## config.mk

```make
export PLATFORM = sky130hd
export DESIGN_NAME = csoc_top
export DESIGN_NICKNAME = d
export VERILOG_FILES = /design/src/pkg/csoc_pkg.sv /design/src/hdl/csoc_fifo.sv /design/src/hdl/csoc_top.sv
export SDC_FILE = /design/constraint.sdc
export NUM_CORES = 1
export LEC_CHECK = 0
export BUFFER_PORTS_ARGS = -buffer_cell sky130_fd_sc_hd__buf_4
export CAP_MARGIN = 25
export CORE_UTILIZATION = 57
export DETAILED_ROUTE_END_ITERATION = 10
export GPL_TIMING_DRIVEN = 0
export PLACE_DENSITY = 0.75
export SKIP_LAST_GASP = 1
export SLEW_MARGIN = 30
export SYNTH_ARGS = -nofsm -noshare
export SYNTH_HDL_FRONTEND = slang
export SYNTH_SLANG_ARGS = --single-unit
```

## constraint.sdc

```tcl
create_clock -name clk -period 4.1 [get_ports clk]
set_input_delay 0.82 -clock clk [delete_from_list [all_inputs] [get_ports clk]]
set_output_delay 0.82 -clock clk [all_outputs]
set_load 0.03 [all_outputs]
```

## src/pkg/csoc_pkg.sv

```systemverilog
/*
 package of the ccd sample and offset control block: register addresses,
 field positions, reset values and timing counts.
 assumes a single 40 mhz clock domain.
*/
`default_nettype none
package csoc_pkg;
   localparam int CLK_MHZ = 40;
   // serial word: 4 address bits then 8 data bits
   localparam int SER_BITS = 12;
   localparam int ADDR_W = 4;
   localparam int DATA_W = 8;
   localparam logic [3:0] ADDR_CLOCK = 4'h3;
   localparam logic [3:0] ADDR_CONTROL = 4'h4;
   localparam logic [3:0] ADDR_FINE_HIGH = 4'h6;
   localparam logic [3:0] ADDR_FINE_LOW = 4'h7;
   localparam logic [3:0] ADDR_COARSE = 4'h8;
   localparam logic [3:0] ADDR_CHIP_RESET = 4'hf;
   localparam logic [7:0] CLOCK_RST = 8'h10;
   localparam logic [7:0] CONTROL_RST = 8'h01;
   localparam logic [7:0] FINE_HIGH_RST = 8'h00;
   localparam logic [1:0] FINE_LOW_RST = 2'h0;
   localparam logic [3:0] COARSE_RST = 4'h0;
   // clock register fields
   localparam int CK_CAL_POL = 0;
   localparam int CK_CLAMP_POL = 1;
   localparam int CK_VIDEO_POL = 2;
   localparam int CK_BLACK_POL = 3;
   localparam int CK_CLAMP_OPT = 4;
   localparam int CK_RST_REJ = 6;
   // control and reset register fields
   localparam int CT_OE = 0;
   localparam int CT_PD = 1;
   localparam int RS_BIT = 0;
   // reset noise reject window, longest time, rounds down
   localparam int RNR_NS = 50;
   localparam int RNR_CYC = (RNR_NS * CLK_MHZ) / 1000;
   localparam int PIX_W = 10;
   localparam int FIFO_D = 16;
   // synchronised pin indices
   localparam int PIN_SCLK = 0;
   localparam int PIN_LOAD = 1;
   localparam int PIN_SDI = 2;
   localparam int PIN_BLK = 3;
   localparam int PIN_VID = 4;
   localparam int PIN_CLAMP = 5;
   localparam int PIN_CAL = 6;
   localparam int NPINS = 7;
endpackage : csoc_pkg
`default_nettype wire

```

## src/hdl/csoc_fifo.sv

```systemverilog
/*
 synchronous fifo with valid/ready on both sides.
 assumes one clock and a synchronous active high reset.
*/
`default_nettype none
module csoc_fifo #(
   parameter int W = 10,
   parameter int D = 16
) (
   input wire logic clk, // clock
   input wire logic rst, // sync reset
   input wire logic in_valid, // write request
   output logic in_ready, // room available
   input wire logic [W-1:0] in_data, // write word
   output logic out_valid, // word available
   input wire logic out_ready, // read accept
   output logic [W-1:0] out_data // head word
);
   localparam int AW = $clog2(D);
   logic [W-1:0] mem [D];
   logic [AW-1:0] wp_r;
   logic [AW-1:0] rp_r;
   logic [AW:0] cnt_r;
   wire push = in_valid && in_ready;
   wire pop = out_valid && out_ready;
   // honest full and empty from the occupancy count
   assign in_ready = (cnt_r != (AW+1)'(D));
   assign out_valid = (cnt_r != '0);
   assign out_data = mem[rp_r];
   // storage
   always_ff @(posedge clk) begin
      if (push) begin
         mem[wp_r] <= in_data;
      end
   end
   // pointers and count
   always_ff @(posedge clk) begin
      if (rst) begin
         wp_r <= '0;
         rp_r <= '0;
         cnt_r <= '0;
      end else begin
         if (push) wp_r <= wp_r + 1'b1;
         if (pop) rp_r <= rp_r + 1'b1;
         cnt_r <= cnt_r + (AW+1)'(push) - (AW+1)'(pop);
      end
   end
endmodule : csoc_fifo
`default_nettype wire

```

## src/hdl/csoc_top.sv

```systemverilog
/*
 ccd sample and offset control: serial register port, pixel sampling
 phases, reset noise reject and the pixel output word.
 assumes pins arrive asynchronously and adc_code is on clk.
*/
`default_nettype none
module csoc_top (
   input wire logic clk, // 40 mhz clock
   input wire logic sys_rst, // sync reset, active high
   input wire logic serial_clk, // serial shift clock pin
   input wire logic serial_load_n, // serial latch pin, low to shift
   input wire logic serial_data_in, // serial data pin
   input wire logic black_sample_strobe, // black level strobe pin
   input wire logic video_sample_strobe, // video level strobe pin
   input wire logic clamp_strobe, // line clamp strobe pin
   input wire logic cal_strobe, // calibration strobe pin
   input wire logic [csoc_pkg::PIX_W-1:0] adc_code, // converter result
   input wire logic pixel_ready, // consumer takes pixel_out
   output logic [csoc_pkg::PIX_W-1:0] pixel_out, // pixel output word
   output logic pixel_valid, // pixel_out holds a word
   output logic fifo_ready, // pixel buffer has room
   output logic black_phase, // black sample switch phase
   output logic video_phase, // video sample switch phase
   output logic dc_restore, // dc restore switch
   output logic reset_noise_reject, // high opens input switches
   output logic cal_active, // calibration gate
   output logic [9:0] fine_offset_code, // fine offset dac code
   output logic [3:0] coarse_offset_code, // coarse offset dac code
   output logic power_down_bit, // power down request
   output logic outputs_enable // output drivers on
);
   import csoc_pkg::*;

   // two-flop synchronisers, one per pin
   logic [NPINS-1:0] pin_raw;
   logic [NPINS-1:0] meta_r;
   logic [NPINS-1:0] pin_s;
   logic [NPINS-1:0] pin_d_r;
   assign pin_raw = {cal_strobe, clamp_strobe, video_sample_strobe,
                     black_sample_strobe, serial_data_in, serial_load_n,
                     serial_clk};
   genvar gi;
   generate
      for (gi = 0; gi < NPINS; gi++) begin : g_sync
         always_ff @(posedge clk) begin
            meta_r[gi] <= pin_raw[gi];
            pin_s[gi] <= meta_r[gi];
            pin_d_r[gi] <= pin_s[gi];
         end
      end
   endgenerate

   // serial port edge decode
   wire sclk_rise = pin_s[PIN_SCLK] && !pin_d_r[PIN_SCLK];
   wire load_rise = pin_s[PIN_LOAD] && !pin_d_r[PIN_LOAD];
   wire shifting = !pin_s[PIN_LOAD];
   logic [SER_BITS-1:0] shift_r;
   logic [4:0] bitcnt_r;
   // shift msb first while latch is low; count bits of this word
   always_ff @(posedge clk) begin
      if (sys_rst) begin
         shift_r <= '0;
         bitcnt_r <= '0;
      end else if (shifting && sclk_rise) begin
         shift_r <= {shift_r[SER_BITS-2:0], pin_s[PIN_SDI]};
         // saturate at all ones so an over-long word never reads as twelve
         if (bitcnt_r != '1) bitcnt_r <= bitcnt_r + 5'h1;
      end else if (load_rise) begin
         bitcnt_r <= '0;
      end
   end

   // commit decode: only a full word is taken
   wire wr = load_rise && (bitcnt_r == 5'(SER_BITS));
   wire [ADDR_W-1:0] wr_addr = shift_r[SER_BITS-1:DATA_W];
   wire [DATA_W-1:0] wr_data = shift_r[DATA_W-1:0];
   wire wr_clock = wr && (wr_addr == ADDR_CLOCK);
   wire wr_ctrl = wr && (wr_addr == ADDR_CONTROL);
   wire wr_fhi = wr && (wr_addr == ADDR_FINE_HIGH);
   wire wr_flo = wr && (wr_addr == ADDR_FINE_LOW);
   wire wr_coarse = wr && (wr_addr == ADDR_COARSE);
   wire wr_reset = wr && (wr_addr == ADDR_CHIP_RESET)
                   && wr_data[RS_BIT];

   // chip reset pulse from the reset register
   logic soft_rst_r;
   always_ff @(posedge clk) begin
      if (sys_rst) soft_rst_r <= 1'b0;
      else soft_rst_r <= wr_reset;
   end
   wire rst_all = sys_rst || soft_rst_r;

   // register array; power down never touches it
   logic [7:0] clock_r;
   logic [7:0] ctrl_r;
   logic [7:0] fhi_stage_r;
   logic [1:0] flo_stage_r;
   logic hi_seen_r;
   logic lo_seen_r;
   logic [9:0] fine_r;
   logic [3:0] coarse_r;
   always_ff @(posedge clk) begin
      if (rst_all) begin
         clock_r <= CLOCK_RST;
         ctrl_r <= CONTROL_RST;
         coarse_r <= COARSE_RST;
      end else begin
         if (wr_clock) clock_r <= {1'b0, wr_data[6:0]};
         if (wr_ctrl) ctrl_r <= {4'h0, wr_data[3:0]};
         if (wr_coarse) coarse_r <= wr_data[3:0];
      end
   end

   // fine code halves are staged and applied together
   wire both_seen = (hi_seen_r || wr_fhi) && (lo_seen_r || wr_flo);
   always_ff @(posedge clk) begin
      if (rst_all) begin
         fhi_stage_r <= FINE_HIGH_RST;
         flo_stage_r <= FINE_LOW_RST;
         hi_seen_r <= 1'b0;
         lo_seen_r <= 1'b0;
         fine_r <= {FINE_HIGH_RST, FINE_LOW_RST};
      end else begin
         if (wr_fhi) fhi_stage_r <= wr_data;
         if (wr_flo) flo_stage_r <= wr_data[1:0];
         if (both_seen) begin
            fine_r <= {wr_fhi ? wr_data : fhi_stage_r,
                       wr_flo ? wr_data[1:0] : flo_stage_r};
            hi_seen_r <= 1'b0;
            lo_seen_r <= 1'b0;
         end else begin
            hi_seen_r <= hi_seen_r || wr_fhi;
            lo_seen_r <= lo_seen_r || wr_flo;
         end
      end
   end

   // strobe polarity: bit 0 means active low
   wire black_act = clock_r[CK_BLACK_POL] ? pin_s[PIN_BLK]
                                          : !pin_s[PIN_BLK];
   wire video_act = clock_r[CK_VIDEO_POL] ? pin_s[PIN_VID]
                                          : !pin_s[PIN_VID];
   wire clamp_pin = clock_r[CK_CLAMP_POL] ? pin_s[PIN_CLAMP]
                                          : !pin_s[PIN_CLAMP];
   wire cal_act = clock_r[CK_CAL_POL] ? pin_s[PIN_CAL]
                                      : !pin_s[PIN_CAL];
   // in cal-only mode the cal strobe also clamps
   wire clamp_act = clock_r[CK_CLAMP_OPT] ? clamp_pin : cal_act;
   wire rej_en = clock_r[CK_RST_REJ];

   // switch phases
   logic black_ph_r;
   logic video_ph_r;
   logic dc_r;
   logic cal_r;
   always_ff @(posedge clk) begin
      if (rst_all) begin
         black_ph_r <= 1'b0;
         video_ph_r <= 1'b0;
         dc_r <= 1'b0;
         cal_r <= 1'b0;
      end else begin
         black_ph_r <= black_act;
         video_ph_r <= video_act;
         dc_r <= clamp_act && video_act;
         cal_r <= cal_act;
      end
   end
   wire video_fall = video_ph_r && !video_act;

   // reset noise reject: open after video sample, close before black
   logic rnr_r;
   logic [7:0] rnr_cnt_r;
   wire rnr_done = (rnr_cnt_r == 8'(RNR_CYC - 1));
   always_ff @(posedge clk) begin
      if (rst_all || !rej_en) begin
         rnr_r <= 1'b0;
         rnr_cnt_r <= '0;
      end else if (video_fall) begin
         rnr_r <= 1'b1;
         rnr_cnt_r <= '0;
      end else if (rnr_r && (black_act || rnr_done)) begin
         rnr_r <= 1'b0;
      end else if (rnr_r) begin
         rnr_cnt_r <= rnr_cnt_r + 8'h1;
      end
   end

   // pixel buffer fed on the falling edge of the video phase
   logic fifo_in_rdy;
   logic fifo_out_vld;
   logic [PIX_W-1:0] fifo_out_data;
   logic pix_vld_r;
   logic [PIX_W-1:0] pix_r;
   logic fifo_rdy_r;
   wire take = fifo_out_vld && (!pix_vld_r || pixel_ready);
   csoc_fifo #(.W(PIX_W), .D(FIFO_D)) csoc_fifo_inst (
      .clk(clk),
      .rst(rst_all),
      .in_valid(video_fall),
      .in_ready(fifo_in_rdy),
      .in_data(adc_code),
      .out_valid(fifo_out_vld),
      .out_ready(take),
      .out_data(fifo_out_data)
   );
   // output word register
   always_ff @(posedge clk) begin
      if (rst_all) begin
         pix_r <= '0;
         pix_vld_r <= 1'b0;
         fifo_rdy_r <= 1'b0;
      end else begin
         if (take) pix_r <= fifo_out_data;
         if (take) pix_vld_r <= 1'b1;
         else if (pixel_ready) pix_vld_r <= 1'b0;
         fifo_rdy_r <= fifo_in_rdy;
      end
   end

   // outputs straight from flip-flops
   assign pixel_out = pix_r;
   assign pixel_valid = pix_vld_r;
   assign fifo_ready = fifo_rdy_r;
   assign black_phase = black_ph_r;
   assign video_phase = video_ph_r;
   assign dc_restore = dc_r;
   assign reset_noise_reject = rnr_r;
   assign cal_active = cal_r;
   assign fine_offset_code = fine_r;
   assign coarse_offset_code = coarse_r;
   assign power_down_bit = ctrl_r[CT_PD];
   assign outputs_enable = ctrl_r[CT_OE];

   // checks
   localparam int RNR_MAX = RNR_CYC;

   // serial port checks
   wire [3:0] chk_coarse = wr_data[3:0];
   wire [1:0] chk_flo = wr_data[1:0];
endmodule : csoc_top
`default_nettype wire

```

==> results of run 1 <==
[power breakdown]
part | total, mW | internal (mW) | switching, mW
clock network | 2.41 | 1.42 | 0.991
logic | 1.24 | 0.560 | 0.681
registers | 3.00 | 2.93 | 0.0712
total | 6.66 | 4.92 | 1.74
[state kept, by name, indices dropped and copies added, names as in the netlist, 6 cells and up]
signal,cells
clock_r,6
csoc_fifo_inst.mem,160
fhi_stage_r,8
fine_offset_code,10
meta_r,7
pin_s,7
pixel_out,10
rnr_cnt_r,8
shift_r,12
[metal layers]
layer	global-route usage (%)	up-vias	share of wire [%]
li1	-	2745	-
met1	28.7	2934	41
met2	40.4	181	50
met3	4.40	54	5.8
met4	8.21	0	3.5
met5	0	-	0
[synth_stat cells (7+ instances only)]
cell type and number:
a21oi_1 28, a31o_1 9, and3_2 7, buf_2 9, clkbuf_1 15, dfxtp_1 106, edfxtp_1 160, ha_1 16
inv_1 19, mux2i_1 36, mux4_2 40, nand2_1 57, nand2b_1 7, nand3_1 11, nor2_1 52, nor3_1 9
o22ai_1 10, o32a_1 7, or2_1 7, xor2_1 12
[worst max path at each step]
stage	from	to	slack, ns	cells past startpoint
after floorplan	pixel_ready	csoc_fifo_inst.cnt_r[4]	1.12	14
after global placement	pixel_ready	csoc_fifo_inst.cnt_r[4]	0.67	15
after detailed placement	pixel_ready	csoc_fifo_inst.cnt_r[4]	0.58	15
after CTS	csoc_fifo_inst.cnt_r[2]	csoc_fifo_inst.cnt_r[4]	0.65	16
after global routing	csoc_fifo_inst.cnt_r[3]	csoc_fifo_inst.cnt_r[4]	0.35	16
final	csoc_fifo_inst.cnt_r[3]	csoc_fifo_inst.cnt_r[4]	0.63	16
[worst reg2reg max path, delay by kind of cell (launching register included)]
kind            cells  cell delay (ns)
compound gates      2             0.28
fa+ha+maj           4             0.98
simple gates        4             0.97
flops               1             0.32
buf+inv             6             0.77
[logic make-up after synthesis]
| group | synth area share (%) |
|---|---|
| AO/OA/AOI/OAI | 4.49 |
| XOR/XNOR | 1.45 |
| adder cells (fa/ha/maj) | 2.14 |
| buffers and inverters | 2.27 |
| flip-flops | 67.3 |
| multiplexers | 12.5 |
| AND/OR/NAND/NOR | 9.80 |
[cell type report]
cell class              count  share of cell area (%)
plain buffers              33                    1.36
clock buffers              44                    7.13
clock inverters             6                   0.409
inverters                  19                   0.597
multi-input cells         371                    26.6
flip-flops and latches    266                    58.0
well taps                 225                    2.36
repair buffers             56                    3.52
==> flow_metrics.tcl, run 1 <==
set metrics [dict create \
    outcome "finished, final reports clean" \
    irDropWorstVdd_mv 0.467 \
    die_w_um 136 \
    endpoint_kind "flop" \
    core_um2 17500 \
    ys_ff_latch 266 \
    clk_path_buf_depth 3 \
    grt_usage_pct 23.2 \
    drt_first_pass_iters 5 \
    worstPathRequired_ns 4.50 \
    placed_area_um2 11000 \
    start_util_pct 58.9 \
    fin_crit_ns 3.47 \
    seq_area_um2 6930 \
    diodes 0 \
    dr_total_vias 5914 \
    post-place-ws_ns 0.581 \
    cts_buffers 27 \
    fin_cells 1020 \
    antenna_found_initial 0 \
    cts_tree "yes" \
    r2r_setup_slack_ns 0.63 \
    synth_area_leaders "edfxtp_1 (47%), dfxtp_1 (21%), mux4_2 (8.8%)" \
    syn_nets 726 \
    gp_congestion 0.806 \
    finish.utilization_pct 68.3 \
    cts.sinks 266 \
    async_flop_share_pct 0 \
    grt_pass1_vias 6052 \
    r2r_end "csoc_fifo_inst.cnt_r[4]" \
    ctsHoldBuffers 0 \
    multi_input_area_um2 3180 \
    timing_worst_slew_pin_value_ns 0.888 \
    final_cell_mix "edfxtp_1 (160), dfxtp_1 (106), nand2_1 (57), buf_4 (57)" \
    stdcell_area_um2 11900 \
    arrival_ns 3.86 \
    hold_viol_final 0 \
    hold_depth 0 \
    die_height_um 136 \
    leakage_nw 4.24 \
    slew_violations 0 \
    grt_max_degree 17 \
    grt_pass1_wl_um 32000 \
    area_delta_synth_final_pct 16.1 \
    drive_gt1_share_pct 23.8 \
    critical_path.slowest_cell "or4b_1" \
    vias_per_cell 5.80 \
    slowest_delay_ns 0.45 \
    r2r-start "csoc_fifo_inst.cnt_r[3]" \
    power.density_nw_per_um2 558 \
    path_cells "inv_1, ha_1, or4b_1, buf_2, nand2_1, buf_2, inv_1, ha_1, inv_1, ha_1, inv_1, fa_1, nand2b_1, a21oi_1, o21ai_0, nor3b_1" \
    seq_area_frac_synth_pct 67.3 \
    rsz0062_at_grt "no" \
    r2r_cells 16 \
    overflow 0 \
    clkLatencyLatePin_ns 0.54 \
    drc 0 \
    std_cell_rows 48 \
    ant_nets 0 \
    postCtsResizedCells 0 \
    fin_skew_ns 0.00930 \
    cpMostUsedCell "inv_1" \
    finalSetupViolations 0 \
    dp_hpwl_um 13600 \
    io_pins 53 \
    slew_headroom_pct 40.8 \
    synth_area_leader_cell "edfxtp_1" \
    hp-class "reg2reg" \
    dp.cells 970 \
    path_buf_inv 6 \
    finalWorstSetupSlack_ns 0.632 \
    hold_slack_ns 0.326 \
    path_delay_family "adder cells" \
    drt-total-wl_um 20600 \
    portBuffers 52 \
    synthFlopType "edfxtp_1" \
    wire_per_inst_um 20.2 \
    p_total_mw 6.66 \
    avgSynthCellArea_um2 14.9 \
    nets 811 \
    max_freq_ghz 0.288 \
    ys_types 57 \
    netlist.area_leader.share_pct 46.7 \
    cp_max_fo 10 \
    layout_commonest_cell "edfxtp_1" \
    fin_crit_sh_pct 84.6 \
    crit_path_start_kind "flop" \
    h-tree-depth 1 \
    synth-edff-count 160 \
    ys_warn_count 0 \
    hold_end "pin_s[1]" \
    maxCapViolCount 0 \
    tns_ns 0 \
    root_buffer "clkbuf_16" \
    design.die.area_um2 18600 \
    netlist_area_um2 10300 \
    clk_pin_slew_ns 0.06 \
    worstSetupPathType "reg2reg" \
    num-fill-cells 1159 \
    synthCells 689 \
    drt_iter0_markers 340 \
    min_from "meta_r[1]" \
    post_cts_buffers 0 \
]
(Power assumes the default switching activity.)
==> inputs of run 2 (changes only) <==
==> constraint.sdc (replaced) <==
create_clock -name clk -period 3.5 [get_ports clk]
set_input_delay 0.7 -clock clk [delete_from_list [all_inputs] [get_ports clk]]
set_output_delay 0.7 -clock clk [all_outputs]
set_load 0.03 [all_outputs]
==> run 2 against run 1 <==
  * Register-to-register slack worse by 0.37 ns
  * Die area stayed put
  * Via count is 0.17% higher
  * Sequential power is 17% higher
  * Combinational power is 19% higher
  * Sequential share of layout area is 0.061 points lower
  * Worst hold slack worse by 0.067 ns
  * Critical path type unchanged
  * Largest cell class unchanged
  * Highest routed layer unchanged
==> flow_metrics.tcl, run 2 (synthesis gave the netlist of run 1 again) <==
set metrics [dict create \
    grt_util_met2_pct 40.4 \
    core_um2 17500 \
    final_cell_mix "edfxtp_1 (160), dfxtp_1 (106), buf_4 (57)" \
    wire_per_inst_um 20.2 \
    tns_ns 0 \
    gr-usage-met3_pct 4.40 \
    cpMostUsedCell "inv_1" \
    overflow 0 \
    layout_commonest_cell "edfxtp_1" \
    combPwrFrac_pct 18.9 \
    gp_congestion 0.806 \
    clk_pin_slew_ns 0.06 \
    fin_skew_ns 0.00947 \
    num-fill-cells 1158 \
    largest_reg_flops 160 \
    p_seq_share_pct 45.0 \
    power.switching_mw 2.05 \
    cts_buffers 27 \
    drt-total-wl_um 20600 \
    critical_path.slowest_cell "or4b_1" \
    design.die.area_um2 18600 \
    outcome "finished, final reports clean" \
    drt_first_pass_iters 4 \
    p_sw_share_pct 26.2 \
    portBuffers 52 \
    r2r_end "csoc_fifo_inst.cnt_r[4]" \
    irDropWorstVdd_mv 0.553 \
    grt_usage_pct 23.2 \
    ant_nets 0 \
    grt_pass1_vias 6052 \
    hold_depth 1 \
    area_delta_synth_final_pct 16.2 \
    worstPathRequired_ns 3.90 \
    p_total_mw 7.83 \
    crit_path_start_kind "flop" \
    arrival_ns 3.63 \
    start_util_pct 58.9 \
    cts.sinks 266 \
    grt_pass1_wl_um 32000 \
    die_height_um 136 \
    clkLatencyLatePin_ns 0.54 \
    slew_headroom_pct 41.3 \
    hold_end "meta_r[0]" \
    met1_usage_pct 28.7 \
    path_buf_inv 6 \
    cp_max_fo 10 \
    leakage_nw 4.25 \
    timing_worst_slew_pin_value_ns 0.881 \
    largestRegisters "csoc_fifo_inst.mem (160), shift_r (12)" \
    post_cts_buffers 0 \
    slew_violations 0 \
    maxCapViolCount 0 \
    vias_per_cell 5.81 \
    fin_crit_ns 3.23 \
    p_int_mw 5.77 \
    diodes 0 \
    die_w_um 136 \
    hp-class "in2reg" \
    worstSetupPathType "reg2reg" \
    dp_hpwl_um 13600 \
    antenna_found_initial 0 \
    rsz0062_at_grt "no" \
    r2r_cells 16 \
    clkPwrFrac_pct 36.2 \
    std_cell_rows 48 \
    cts_tree "yes" \
    power.density_nw_per_um2 655 \
    r2r_setup_slack_ns 0.27 \
    grt_max_degree 17 \
    path_delay_family "adder cells" \
    r2r-start "csoc_fifo_inst.cnt_r[3]" \
    h-tree-depth 1 \
    largest-register "csoc_fifo_inst.mem" \
    top_usage_layer "met2" \
    min_from "serial_clk" \
    nets 811 \
    endpoint_kind "flop" \
    drc 0 \
    dr_total_vias 5924 \
    io_pins 53 \
    drive_gt1_share_pct 24.0 \
    path_cells "inv_1, ha_1, or4b_1, buf_2, nand2_2, buf_6, inv_1, ha_1, inv_1, ha_1, inv_1, fa_1, nand2b_1, a21oi_2, o21ai_0, nor3b_1" \
    fin_crit_sh_pct 92.4 \
    finalSetupViolations 0 \
    slowest_delay_ns 0.45 \
    hold_viol_final 0 \
    clk_path_buf_depth 3 \
    max_freq_ghz 0.309 \
    root_buffer "clkbuf_16" \
    drt_iter0_markers 403 \
]
[run 2: cell type report]
type | count | area, um^2 | share of cell area [%]
inverter | 19 | 71.3 | 0.597
tap | 225 | 282 | 2.36
clock inverter | 6 | 48.8 | 0.408
multi-input combinational | 371 | 3180 | 26.6
buffer | 33 | 169 | 1.41
sequential | 266 | 6930 | 58.0
clock buffer | 44 | 851 | 7.12
timing repair buffer | 56 | 420 | 3.52
[run 2: per-layer routing]
layer / share of wire, % / wire length, um
met1: 40 / 8340
met2: 50 / 10400
met3: 5.8 / 1200
met4: 3.2 / 658
met5: 0 / 0
[run 2: what timing repair did]
action                     4_1_cts  5_1_grt
resized for setup                0        5
hold buffers                     0        0
setup endpoints to repair        0        1
[run 2: per-stage QoR]
stage | hold slack (ns) | instance area, um^2 | cells | setup slack [ns] | util (%)
2_1_floorplan | 0.310 | 10300 | 689 | 0.562 | -
3_3_place_gp | 0.309 | 11000 | 966 | 0.186 | 62.7
3_5_place_dp | 0.314 | 11000 | 970 | 0.0845 | 63.1
4_1_cts | 0.243 | 11900 | 1020 | 0.0544 | 68.2
5_1_grt | 0.243 | 12000 | 1020 | 0.0214 | 68.4
6_report | 0.259 | 12000 | 1020 | 0.265 | 68.4
[run 2: worst max-delay path by stage]
stage | cells past startpoint | to | slack [ns] | from
2_1_floorplan | 16 | csoc_fifo_inst.cnt_r[4] | 0.56 | csoc_fifo_inst.cnt_r[3]
3_3_place_gp | 16 | csoc_fifo_inst.cnt_r[4] | 0.19 | csoc_fifo_inst.cnt_r[3]
3_5_place_dp | 16 | csoc_fifo_inst.cnt_r[4] | 0.08 | csoc_fifo_inst.cnt_r[3]
4_1_cts | 16 | csoc_fifo_inst.cnt_r[4] | 0.05 | csoc_fifo_inst.cnt_r[2]
5_1_grt | 16 | csoc_fifo_inst.cnt_r[4] | 0.02 | csoc_fifo_inst.cnt_r[3]
6_report | 16 | csoc_fifo_inst.cnt_r[4] | 0.27 | csoc_fifo_inst.cnt_r[3]
[run 2: power groups by stage]
stage	Combinational (mW)	Sequential (mW)	Clock, mW
final	1.48	3.52	2.83
after global routing	1.61	3.53	2.99
after CTS	1.47	3.52	2.87
after detailed placement	1.46	3.58	0
after global placement	1.41	3.58	0
after floorplan	0.935	3.68	0
==> inputs of run 3 (changes only) <==
--- a/config.mk
+++ b/config.mk
@@ -11,6 +11,8 @@
 export DETAILED_ROUTE_END_ITERATION = 10
 export GPL_TIMING_DRIVEN = 0
 export PLACE_DENSITY = 0.75
+export REMOVE_ABC_BUFFERS = 1
+export SETUP_SLACK_MARGIN = 0.5
 export SKIP_LAST_GASP = 1
 export SLEW_MARGIN = 30
 export SYNTH_ARGS = -nofsm -noshare
==> run 3 against run 2 <==
  * Combinational power is 3% lower
  * First-iteration DRC count is 9.4% higher
  * Largest cell class unchanged
  * Worst hold slack better by 0.014 ns
  * Power is 2.6% higher
  * Critical path depth is 2 lower
  * Final area is 0.20% higher
  * Register-to-register slack better by 0.45 ns
  * Non-clock buffer count is 28 lower
==> flow_metrics.tcl, run 3 (synthesis gave the netlist of run 1 again) <==
set metrics [dict create \
    outcome "finished, final reports clean" \
    drive_gt1_share_pct 24.0 \
    drt_iter0_markers 441 \
    worstSetupPathType "reg2reg" \
    layout_commonest_cell "edfxtp_1" \
    finalWorstSetupSlack_ns 0.711 \
    overflow 0 \
    irDropWorstVdd_mv 0.486 \
    final_cell_mix "edfxtp_1 (160), dfxtp_1 (103), nand2_1 (56)" \
    grt_pass1_wl_um 31200 \
    fin_crit_sh_pct 79.7 \
    rsz0062_at_grt "no" \
    vias_per_cell 5.93 \
    r2r-start "csoc_fifo_inst.cnt_r[2]" \
    placed_area_um2 11000 \
    cp_max_fo 2 \
    stdcell_area_um2 12000 \
    drt_first_pass_iters 5 \
    cp-startpoint "csoc_fifo_inst.cnt_r[2]" \
    slew_headroom_pct 42.7 \
    power.density_nw_per_um2 670 \
    dp.cells 940 \
    grt_usage_pct 22.6 \
    clkLatencyLatePin_ns 0.53 \
    grt_pass1_vias 5846 \
    arrival_ns 3.18 \
    crit_path_start_kind "flop" \
    largestRegisters "csoc_fifo_inst.mem (160), shift_r (12)" \
    cts.sinks 266 \
    std_cell_rows 48 \
    ant_nets 0 \
    post-place-ws_ns 0.0539 \
    clk_pin_slew_ns 0.06 \
    die_w_um 136 \
    endpoint_kind "flop" \
    wire_per_inst_um 20.5 \
    cts_buffers 27 \
    clk_path_buf_depth 3 \
    hold_viol_final 0 \
    timing_worst_slew_pin_value_ns 0.858 \
    hold_slack_ns 0.273 \
    hp-class "in2reg" \
    start_util_pct 58.9 \
    max_freq_ghz 0.359 \
    antenna_found_initial 0 \
    fin_skew_ns 0.0132 \
    design.die.area_um2 18600 \
    ctsHoldBuffers 0 \
    cts_tree "yes" \
    leakage_nw 4.22 \
    finalSetupViolations 0 \
    gp_congestion 0.789 \
    maxCapViolCount 0 \
    slew_violations 0 \
    die_height_um 136 \
    worstPathRequired_ns 3.89 \
    largest-register "csoc_fifo_inst.mem" \
    dp_hpwl_um 12900 \
    fin_cells 992 \
    portBuffers 52 \
    fin_crit_ns 2.79 \
    grt_max_degree 43 \
    drt-total-wl_um 20300 \
    core_um2 17500 \
    drc 0 \
    dr_total_vias 5885 \
    min_from "black_sample_strobe" \
    h-tree-depth 1 \
    diodes 0 \
    io_pins 53 \
    largest_reg_flops 160 \
    area_delta_synth_final_pct 16.4 \
    root_buffer "clkbuf_16" \
    nets 783 \
]
run 3: cell count changes in the layout (fill, tap and decap cells not counted), moves of 4 or more:
cell,delta
buf_1,-4
buf_2,-8
bufinv_16,+5
clkbuf_1,-17
clkbuf_8,-6
clkinv_1,+6
run 3: layer usage:
metal / up-vias / global-route usage [%] / part of all wire, %
met4: 0 / 7.28 / 2.4
li1: 2688 / - / -
met1: 2981 / 28.9 / 41
met2: 174 / 39.2 / 52
met3: 42 / 4.03 / 5.3
met5: - / 0 / 0
run 3: stage by stage:
stage          setup TNS (ns)  power, mW  util (%)
2_1_floorplan               0       4.58         -
3_3_place_gp            -2.48       4.92      61.8
3_5_place_dp                0       5.02      62.9
4_1_cts                     0       8.04      68.4
5_1_grt                     0       8.30      68.5
6_report                    0       8.03      68.5
run 3: final timing paths:
path | endpoint | slack [ns] | cells past startpoint
setup / recovery | csoc_fifo_inst.cnt_r[4] | 0.71 | 14
hold / removal | meta_r[3] | 0.27 | 1
setup reg to reg | csoc_fifo_inst.cnt_r[4] | 0.71 | 14
hold reg to reg | pin_s[4] | 0.32 | 0
run 3: layout make-up:
cell class,count,area [um^2]
multi-input cells,371,3220
clock buffers,35,736
clock inverters,15,203
flip-flops and latches,266,6940
fillers,1145,5500
well taps,225,282
repair buffers,61,533
inverters,19,71.3
run 3: critical path: stages (launching register included):
cell and delay [ns]:
dfxtp_1 0.32, inv_1 0.08, ha_1 0.17, or4b_4 0.51
nand2_8 0.09, inv_1 0.05, ha_1 0.26, inv_1 0.05
ha_1 0.16, inv_1 0.07, fa_2 0.36, nand2b_4 0.16
a21oi_2 0.15, o21ai_0 0.08, nor3b_1 0.15
run 3: timing repair:
item	4_1_cts	5_1_grt
setup endpoints to repair	2	1
cloned	0	0
endpoints found under the hold margin	0	0
pin swaps	0	0
setup buffers	1	1
resized for setup	4	3
run 3: power breakdown:
part           leakage, nW  total (mW)  switching, mW  internal, mW
clock network        0.453        2.99           1.14          1.85
logic                 1.46        1.44          0.716         0.720
registers             2.31        3.60          0.162          3.44
